[src/rtl/spc_pkg.sv]
// package for the suspend and configuration-memory pin control block
package spc_pkg;

  // memory pin output group: level and enable per pin
  typedef struct packed {
    logic select_o;
    logic select_oe;
    logic clock_o;
    logic clock_oe;
    logic data_o;
    logic data_oe;
  } spc_prom_pins_t;

  // configuration as loaded from the memory
  typedef struct packed {
    logic power_save_en;
    logic self_powered;
  } spc_cfg_t;

  // run phase, one-hot
  typedef enum logic [1:0] {
    SPC_PH_RESET = 2'h1,
    SPC_PH_RUN   = 2'h2
  } spc_phase_t;

  localparam logic           SUSPEND_RST = 1'h0;
  localparam logic           PINS_OE_RST = 1'h0;
  localparam logic           HOST_RST    = 1'h0;
  localparam logic           DIN_RST     = 1'h0;
  localparam spc_prom_pins_t PINS_RST    = '0;
  localparam int             PIN_COUNT   = 3;

endpackage

[src/rtl/spc_pin_ctrl.sv]
// suspend forcing from host-presence sense and memory pin drive control
`timescale 1ns/1ps
module spc_pin_ctrl (
  // clock, reset, enable
  input  wire logic                    core_clk,
  input  wire logic                    reset_n,
  input  wire logic                    clk_en,
  // configuration loaded from the memory
  input  wire spc_pkg::spc_cfg_t       cfg,
  input  wire logic                    cfg_valid,
  // host supply sense
  input  wire logic                    host_present_sense_n,
  // memory engine requests
  input  wire logic                    eng_select,
  input  wire logic                    eng_clock,
  input  wire logic                    eng_data_out,
  input  wire logic                    eng_data_drive,
  // memory pins
  output spc_pkg::spc_prom_pins_t      prom_pins,
  input  wire logic                    prom_data_in,
  output logic                         prom_data_seen,
  // status
  output logic                         usb_suspend_force,
  output logic                         host_powered
);

  // three pins in index order: select, clock, data
  localparam int PINS = spc_pkg::PIN_COUNT;

  // the packing into the pin struct is written for three pins only
  if (PINS != 3) begin : g_pin_count_check
    $error("spc_pin_ctrl: pin packing needs exactly three pins");
  end

  // run phase
  spc_pkg::spc_phase_t      phase_ff;
  spc_pkg::spc_phase_t      nxt_phase;
  logic                     running;

  // suspend forcing
  logic                     suspend_ff;
  logic                     nxt_suspend;
  logic                     armed;
  logic                     host_here;

  // host presence copy
  logic                     host_ff;
  logic                     nxt_host;

  // memory pin requests and their registered drive
  logic [PINS-1:0]          req_level;
  logic [PINS-1:0]          req_drive;
  logic [PINS-1:0]          pin_level;
  logic [PINS-1:0]          pin_drive;
  spc_pkg::spc_prom_pins_t  pins_ff;
  spc_pkg::spc_prom_pins_t  nxt_pins;

  // data pin sample
  logic                     din_ff;
  logic                     nxt_din;

  // high sense level means a powered host is attached
  function automatic logic host_attached(
    input logic sense
  );
    host_attached = sense;
  endfunction

  // option bit alone is not enough: a bus-powered part must never self-suspend
  function automatic logic save_armed(
    input spc_pkg::spc_cfg_t c,
    input logic              valid
  );
    save_armed = valid && c.power_save_en && c.self_powered;
  endfunction

  // pin struct from per-pin level and drive
  function automatic spc_pkg::spc_prom_pins_t pin_pack(
    input logic [2:0] level,
    input logic [2:0] drive
  );
    spc_pkg::spc_prom_pins_t p;
    p           = '0;
    p.select_o  = level[0];
    p.select_oe = drive[0];
    p.clock_o   = level[1];
    p.clock_oe  = drive[1];
    p.data_o    = level[2];
    p.data_oe   = drive[2];
    pin_pack    = p;
  endfunction

  // run phase: only reset brings it back
  always_comb begin
    case (phase_ff)
      spc_pkg::SPC_PH_RESET: begin
        nxt_phase = spc_pkg::SPC_PH_RUN;
      end
      spc_pkg::SPC_PH_RUN: begin
        nxt_phase = spc_pkg::SPC_PH_RUN;
      end
      default: begin
        nxt_phase = spc_pkg::SPC_PH_RESET;
      end
    endcase
    // taken from the next phase so pins drive on the edge that leaves reset
    running = (nxt_phase == spc_pkg::SPC_PH_RUN);
  end

  always_ff @(posedge core_clk) begin
    if (!reset_n) begin
      phase_ff <= spc_pkg::SPC_PH_RESET;
    end else if (clk_en) begin
      phase_ff <= nxt_phase;
    end
  end

  // suspend forcing
  always_comb begin
    armed       = save_armed(cfg, cfg_valid);
    host_here   = host_attached(host_present_sense_n);
    // low sense on an armed part forces suspend, high sense releases it
    nxt_suspend = armed && !host_here;
  end

  // the forced level stands as long as the sense line stays low and the part stays armed
  always_ff @(posedge core_clk) begin
    if (!reset_n) begin
      suspend_ff <= spc_pkg::SUSPEND_RST;
    end else if (clk_en) begin
      suspend_ff <= nxt_suspend;
    end
  end

  // host presence copy
  always_comb begin
    nxt_host = host_attached(host_present_sense_n);
  end

  always_ff @(posedge core_clk) begin
    if (!reset_n) begin
      host_ff <= spc_pkg::HOST_RST;
    end else if (clk_en) begin
      host_ff <= nxt_host;
    end
  end

  // memory pin requests; select and clock are always driven outside reset
  always_comb begin
    req_level[0] = eng_select;
    req_level[1] = eng_clock;
    req_level[2] = eng_data_out;
    req_drive[0] = 1'h1;
    req_drive[1] = 1'h1;
    req_drive[2] = eng_data_drive;
  end

  for (genvar i = 0; i < PINS; i++) begin : g_pin
    assign pin_level[i] = req_level[i];
    assign pin_drive[i] = req_drive[i] && running;
  end

  always_comb begin
    nxt_pins = pin_pack(pin_level, pin_drive);
  end

  // synchronous reset: the float starts at the first reset edge, not at the pin
  always_ff @(posedge core_clk) begin
    if (!reset_n) begin
      pins_ff <= spc_pkg::PINS_RST;
    end else if (clk_en) begin
      pins_ff <= nxt_pins;
    end
  end

  // data pin sample; while the pin is released it shows the board pull level
  always_comb begin
    nxt_din = prom_data_in;
  end

  always_ff @(posedge core_clk) begin
    if (!reset_n) begin
      din_ff <= spc_pkg::DIN_RST;
    end else if (clk_en) begin
      din_ff <= nxt_din;
    end
  end

  // every output is a flip-flop
  assign usb_suspend_force = suspend_ff;

  assign host_powered      = host_ff;

  assign prom_pins         = pins_ff;

  assign prom_data_seen    = din_ff;

  // limitation: the sense line is taken as already synchronous to core_clk;
  // a raw connector level needs a synchroniser ahead of this block

  // trade-off: one cycle of latency on every output buys glitch-free pins

endmodule

[config.mk]
export PLATFORM = sky130hd
export DESIGN_NAME = spc_pin_ctrl
export DESIGN_NICKNAME = d
export VERILOG_FILES = /design/src/rtl/spc_pkg.sv /design/src/rtl/spc_pin_ctrl.sv
export SDC_FILE = /design/constraint.sdc
export NUM_CORES = 1
export LEC_CHECK = 0
export BUFFER_PORTS_ARGS = -buffer_cell sky130_fd_sc_hd__buf_2
export CAP_MARGIN = 20
export CORE_MARGIN = 4
export CORE_UTILIZATION = 30
export CTS_BUF_LIST = sky130_fd_sc_hd__clkbuf_16
export DETAILED_ROUTE_END_ITERATION = 8
export GPL_ROUTABILITY_DRIVEN = 0
export HOLD_SLACK_MARGIN = 0.05
export PLACE_DENSITY = 0.63
export RECOVER_POWER = 25
export SYNTH_ARGS = -nofsm -noshare
export SYNTH_HDL_FRONTEND = slang
export SYNTH_SLANG_ARGS = --single-unit
[constraint.sdc]
create_clock -name core_clk -period 1.55 [get_ports core_clk]
set_input_delay 0.31 -clock core_clk [delete_from_list [all_inputs] [get_ports core_clk]]
set_output_delay 0.31 -clock core_clk [all_outputs]
set_load 0.01 [all_outputs]
==> impl_metrics.toml, run 1 <==
[clock_tree]
root_buffer = "clkbuf_16"
post_cts_buffers = 0
htree_num_levels = 1
tritoncts = "done"
cts_resized = 0
clk-insertion-delay-late_ns = 0.23
max-clock-path-buffers = 2
numCtsBuffers = 3
clk_pin_slew_worst_paths_ns = 0.04
cts_sinks = 9
cts_hold_buf = 0

[synth]
synth_seq_area_share = 0.463
synth_nets = 49
netlist_area_um2 = 389
ys_seq_elements = 9
synth_flop_cell = "dfxtp_1"
postSynthAreaPerCell_um2 = 10.5
synth.area.top_cells = "dfxtp_1 (46%), mux2i_1 (13%), nor2b_1 (9.6%)"
postSynth.asyncResetShare = 0
synth_cells = 37
synthMostInstantiatedCell = "dfxtp_1"
synth_cell_types = 14
yosysTopAreaCell = "dfxtp_1"
yosysTopAreaCellShare = 0.463
synth_edf_count = 0
yosysWarnings = 0
synth.top_cells.by_count = "dfxtp_1 (9), nor2b_1 (6), mux2i_1 (5), xnor2_1 (3)"

[finish]
syn2layout_area_growth_pct = 42.1
multiInputGateArea_um2 = 178
instances_no_fill = 71
drive_gt1_frac = 0.404
stdcell_area_um2 = 553
nFillCells = 118
final-seq-area_um2 = 180
nNetsFinal = 70
diodes = 0

[hold_path]
hp-class = "in2reg"
min_from = "reset_n"

[floorplan]
rows = 12
fp.dieW_um = 44.0
die_area_mm2 = 0.00194
die_h_um = 44.0
io_pins = 21
core_mm2 = 0.00116
start_util = 0.337

[drt]
wl_per_cell_um = 11.0
totalWireLength_um = 780
viasPerCell = 4.39
vias = 312
drc = 0
drtPass1Iterations = 2
initialDrtViolationCount = 4
ant_nets = 0

[worst_setup_path]
cp_top_family = "flip-flops"
path_buf_inv = 1
crit_path_cell_trace = "buf_2"
criticalPathCategory = "reg2out"
cp_slowest_cell = "dfxtp_1"
cp_data_required_time_ns = 1.24
cp_slowest_stage_delay_ns = 0.40
cp-start-kind = "flip-flop"
cp-startpoint = "prom_pins[2]"
path_max_fanout = 5
cp-end-kind = "primary output"
worstPathArrival_ns = 0.79
worstReg2RegStart = "phase_ff[0]"

[placement]
place_area_um2 = 475
preCtsSetupSlack_ns = 0.475
portBuffers = 20
placed_cells = 67
dp_hpwl_um = 582

[timing]
tightest_slew_ns = 0.612
fmaxAchievable_ghz = 0.908
finalHoldViolCount = 0
post-route-min-period_ns = 1.10
setup_slack_ns = 0.449
setup_viol = 0
finalSetupTns_ns = 0
slew_viol_final = 0
holdWs_ns = 0.334
rsz0062_at_grt = "no"
skew_ns = 0.000731
slew_headroom = 0.592
finalCritPeriodShare = 0.710

[power_and_ir_drop]
vdd_drop_max_uv = 709
total_leakage_power_nw = 0.270
p_per_area_mw_per_mm2 = 1470

[grt]
grt-ovfl-total = 0
grt_pass1_wl_um = 1230
grt_pass1_vias = 285
grt_max_degree = 12
antenna_found_initial = 0
grt_usage = 0.0892

[flow_run]
max_cap_viol_count = 0

[run_status]
status = "complete, no violations"
## flip-flops by register name (all words and copies together), names as in the netlist
register / cells
prom_pins: 5
phase_ff: 1
usb_suspend_force: 1
prom_data_seen: 1
host_powered: 1
## area by class of cell
cell class | count | share of cell area
Sequential cell | 9 | 0.326
Multi-Input combinational cell | 24 | 0.321
Timing Repair Buffer | 20 | 0.179
Clock buffer | 3 | 0.136
Tap cell | 14 | 0.0317
Clock inverter | 1 | 0.00679
## through the flow
step                power (mW)   util
detailed placement       0.374  0.411
finish                   0.813  0.478
global route             0.858  0.478
floorplan                0.349      -
global placement         0.372  0.411
CTS                      0.828  0.479
## report_power, final
| part | total, mW | internal (mW) | switching, mW |
|---|---|---|---|
| logic | 0.0973 | 0.0547 | 0.0427 |
| registers | 0.271 | 0.252 | 0.0184 |
| clock network | 0.445 | 0.337 | 0.108 |
## per-layer routing
layer,GRT usage,routed length [µm]
met1,0.0978,323
met2,0.131,359
met3,0.0650,97
met4,0.0361,0
met5,0,0
## cell usage in the layout (no fill, tap or decap)
cell type	count
clkbuf_1	1
nand4b_1	1
nand3_1	1
xnor2_1	3
and2_1	1
nor2b_1	6
mux2i_1	5
nand2_1	2
buf_2	19
dfxtp_1	9
clkbuf_16	3
o21ai_1	2
nand2_4	1
nand3b_1	2
inv_1	1
## cell families (layout without fill, tap and decap cells)
group,count (synthesis),after routing,share of synthesized area
AO/OA/AOI/OAI,2,2,0.0257
XOR/XNOR,3,3,0.0675
buffers and inverters,4,24,0.0804
flip-flops,9,9,0.463
multiplexers,5,5,0.129
AND/OR/NAND/NOR,14,14,0.235
## final timing paths
path         slack [ns]            to  cells after the start
max                0.45  prom_pins[4]                      1
min                0.33   phase_ff[0]                      2
max reg2reg        0.66  prom_pins[2]                      3
min reg2reg        0.47  prom_pins[0]                      2
Note: power is estimated with default switching activity, not from simulation.
==> inputs of run 2 (changes only) <==
PLACE_DENSITY = 0.66   (was 0.63)
clock period = 1 ns   (was 1.55 ns; I/O delays follow)
==> run 2 against run 1 <==
  * Critical path depth did not move
  * Setup slack got worse by 0.38 ns
  * Largest power group unchanged
  * Non-clock buffer count rose by 1
  * Critical endpoint is now prom_pins[2]
  * Register-to-register slack got worse by 0.52 ns
  * Core utilization rose by 0.54 points
  * Die area did not move
  * Total power rose by 55%
  * Combinational power rose by 56%
  * Final cell count rose by 1.4%
  * Clock skew fell by 0.00064 ns
  * Sequential share of layout area fell by 0.14 points
  * Clock power rose by 55%
==> impl_metrics.toml, run 2 (synthesis results as in run 1) <==
[timing]
slew_viol_final = 0
fmaxAchievable_ghz = 1.07
rsz0062_at_grt = "no"
tightest_slew_ns = 0.490
finalSetupTns_ns = 0
post-route-min-period_ns = 0.935
holdWs_ns = 0.227
slew_headroom = 0.674
finalCritPeriodShare = 0.935
finalHoldViolCount = 0
setup_viol = 0
skew_ns = 0.0000906

[drt]
vias = 292
viasPerCell = 4.06
wl_per_cell_um = 10.3
initialDrtViolationCount = 0
drtPass1Iterations = 1
totalWireLength_um = 739
ant_nets = 0
drc = 0

[grt]
grt_max_degree = 12
grt-ovfl-total = 0
grt_usage = 0.0828
grt_pass1_vias = 241
grt_pass1_wl_um = 1080
antenna_found_initial = 0

[clock_tree]
cts_sinks = 9
clk_pin_slew_worst_paths_ns = 0.04
htree_num_levels = 1
numCtsBuffers = 3
clk-insertion-delay-late_ns = 0.23
tritoncts = "done"
root_buffer = "clkbuf_16"
max-clock-path-buffers = 2

[placement]
placed_cells = 68
place_area_um2 = 483
portBuffers = 20
dp_hpwl_um = 552

[worst_setup_path]
cp-end-kind = "primary output"
criticalPathCategory = "reg2out"
rr_endpoint = "prom_pins[2]"
path_buf_inv = 1
cp-start-kind = "flip-flop"
cp_slowest_cell = "dfxtp_2"
r2r_cells = 3
crit_path_cell_trace = "buf_2"
worstPathArrival_ns = 0.73
path_max_fanout = 5
worstReg2RegStart = "phase_ff[0]"
cp_top_family = "flip-flops"
cp_data_required_time_ns = 0.80
cp_slowest_stage_delay_ns = 0.36
timing.reg2reg.setup_slack_ns = 0.14

[hold_path]
whs_path_depth = 3
min_from = "eng_clock"
hold_end = "prom_pins[3]"
hp-class = "in2reg"

[power_and_ir_drop]
vdd_drop_max_uv = 1260
p_per_area_mw_per_mm2 = 2260
total_leakage_power_nw = 0.274

[finish]
syn2layout_area_growth_pct = 43.7
nFillCells = 109
diodes = 0
layout_common_cells = "buf_2 (20), dfxtp_1 (8), nor2b_1 (6)"
nNetsFinal = 71
drive_gt1_frac = 0.431
fin_util = 0.484
stdcell_area_um2 = 559
instances_no_fill = 72
layout_commonest_cell = "buf_2"
largest_register_ffs = 5

[run_status]
status = "complete, no violations"

[floorplan]
die_h_um = 44.0
start_util = 0.337
die_area_mm2 = 0.00194
io_pins = 21
fp.dieW_um = 44.0
rows = 12
core_mm2 = 0.00116

[flow_run]
max_cap_viol_count = 0
-- run 2: changes by cell type in the layout (fill, tap and decap cells not counted), sizes merged --
cell	delta
buf	+1
-- run 2: where the power goes --
part | internal, mW | switching, mW | leakage, nW
combinational | 0.0863 | 0.0659 | 0.157
sequential | 0.393 | 0.0281 | 0.0745
clock | 0.522 | 0.166 | 0.0423
-- run 2: worst max path at each step --
| stage | from | to | slack [ns] | depth (start not counted) |
|---|---|---|---|---|
| 6_report | prom_pins[2] | prom_pins[2] | 0.07 | 1 |
| 5_1_grt | prom_pins[2] | prom_pins[4] | 0.03 | 1 |
| 4_1_cts | prom_pins[2] | prom_pins[2] | 0.05 | 1 |
| 3_5_place_dp | clk_en | prom_pins[3] | 0.13 | 4 |
| 3_3_place_gp | clk_en | host_powered | 0.14 | 4 |
| 2_1_floorplan | phase_ff[0] | prom_pins[2] | 0.19 | 3 |
-- run 2: area by class of cell --
| type | count | area, µm² | share of cell area |
|---|---|---|---|
| Tap cell | 14 | 17.5 | 0.0313 |
| Timing Repair Buffer | 21 | 104 | 0.186 |
| Multi-Input combinational cell | 24 | 178 | 0.318 |
| Clock inverter | 1 | 3.75 | 0.00671 |
| Clock buffer | 3 | 75.1 | 0.134 |
| Sequential cell | 9 | 181 | 0.324 |
-- run 2: through the flow --
step | worst slack [ns] | total power [mW]
after detailed placement | 0.126 | 0.582
after CTS | 0.0484 | 1.28
after floorplan | 0.189 | 0.541
final | 0.0652 | 1.26
after global placement | 0.138 | 0.579
after global routing | 0.0285 | 1.32
-- run 2: timing repair --
action | CTS | global route
endpoints found under the setup margin | 2 | 0
gates resized for setup | 1 | 0
hold buffers | 0 | 0
buffers inserted | 0 | 0
-- run 2: layer usage --
metal  vias up  share of wire  global-route usage
met5         -              0                   0
met4         0          0.012              0.0542
met3         2           0.13              0.0813
met2        12           0.41              0.0930
met1       118           0.45              0.0941
li1        160              -                   -
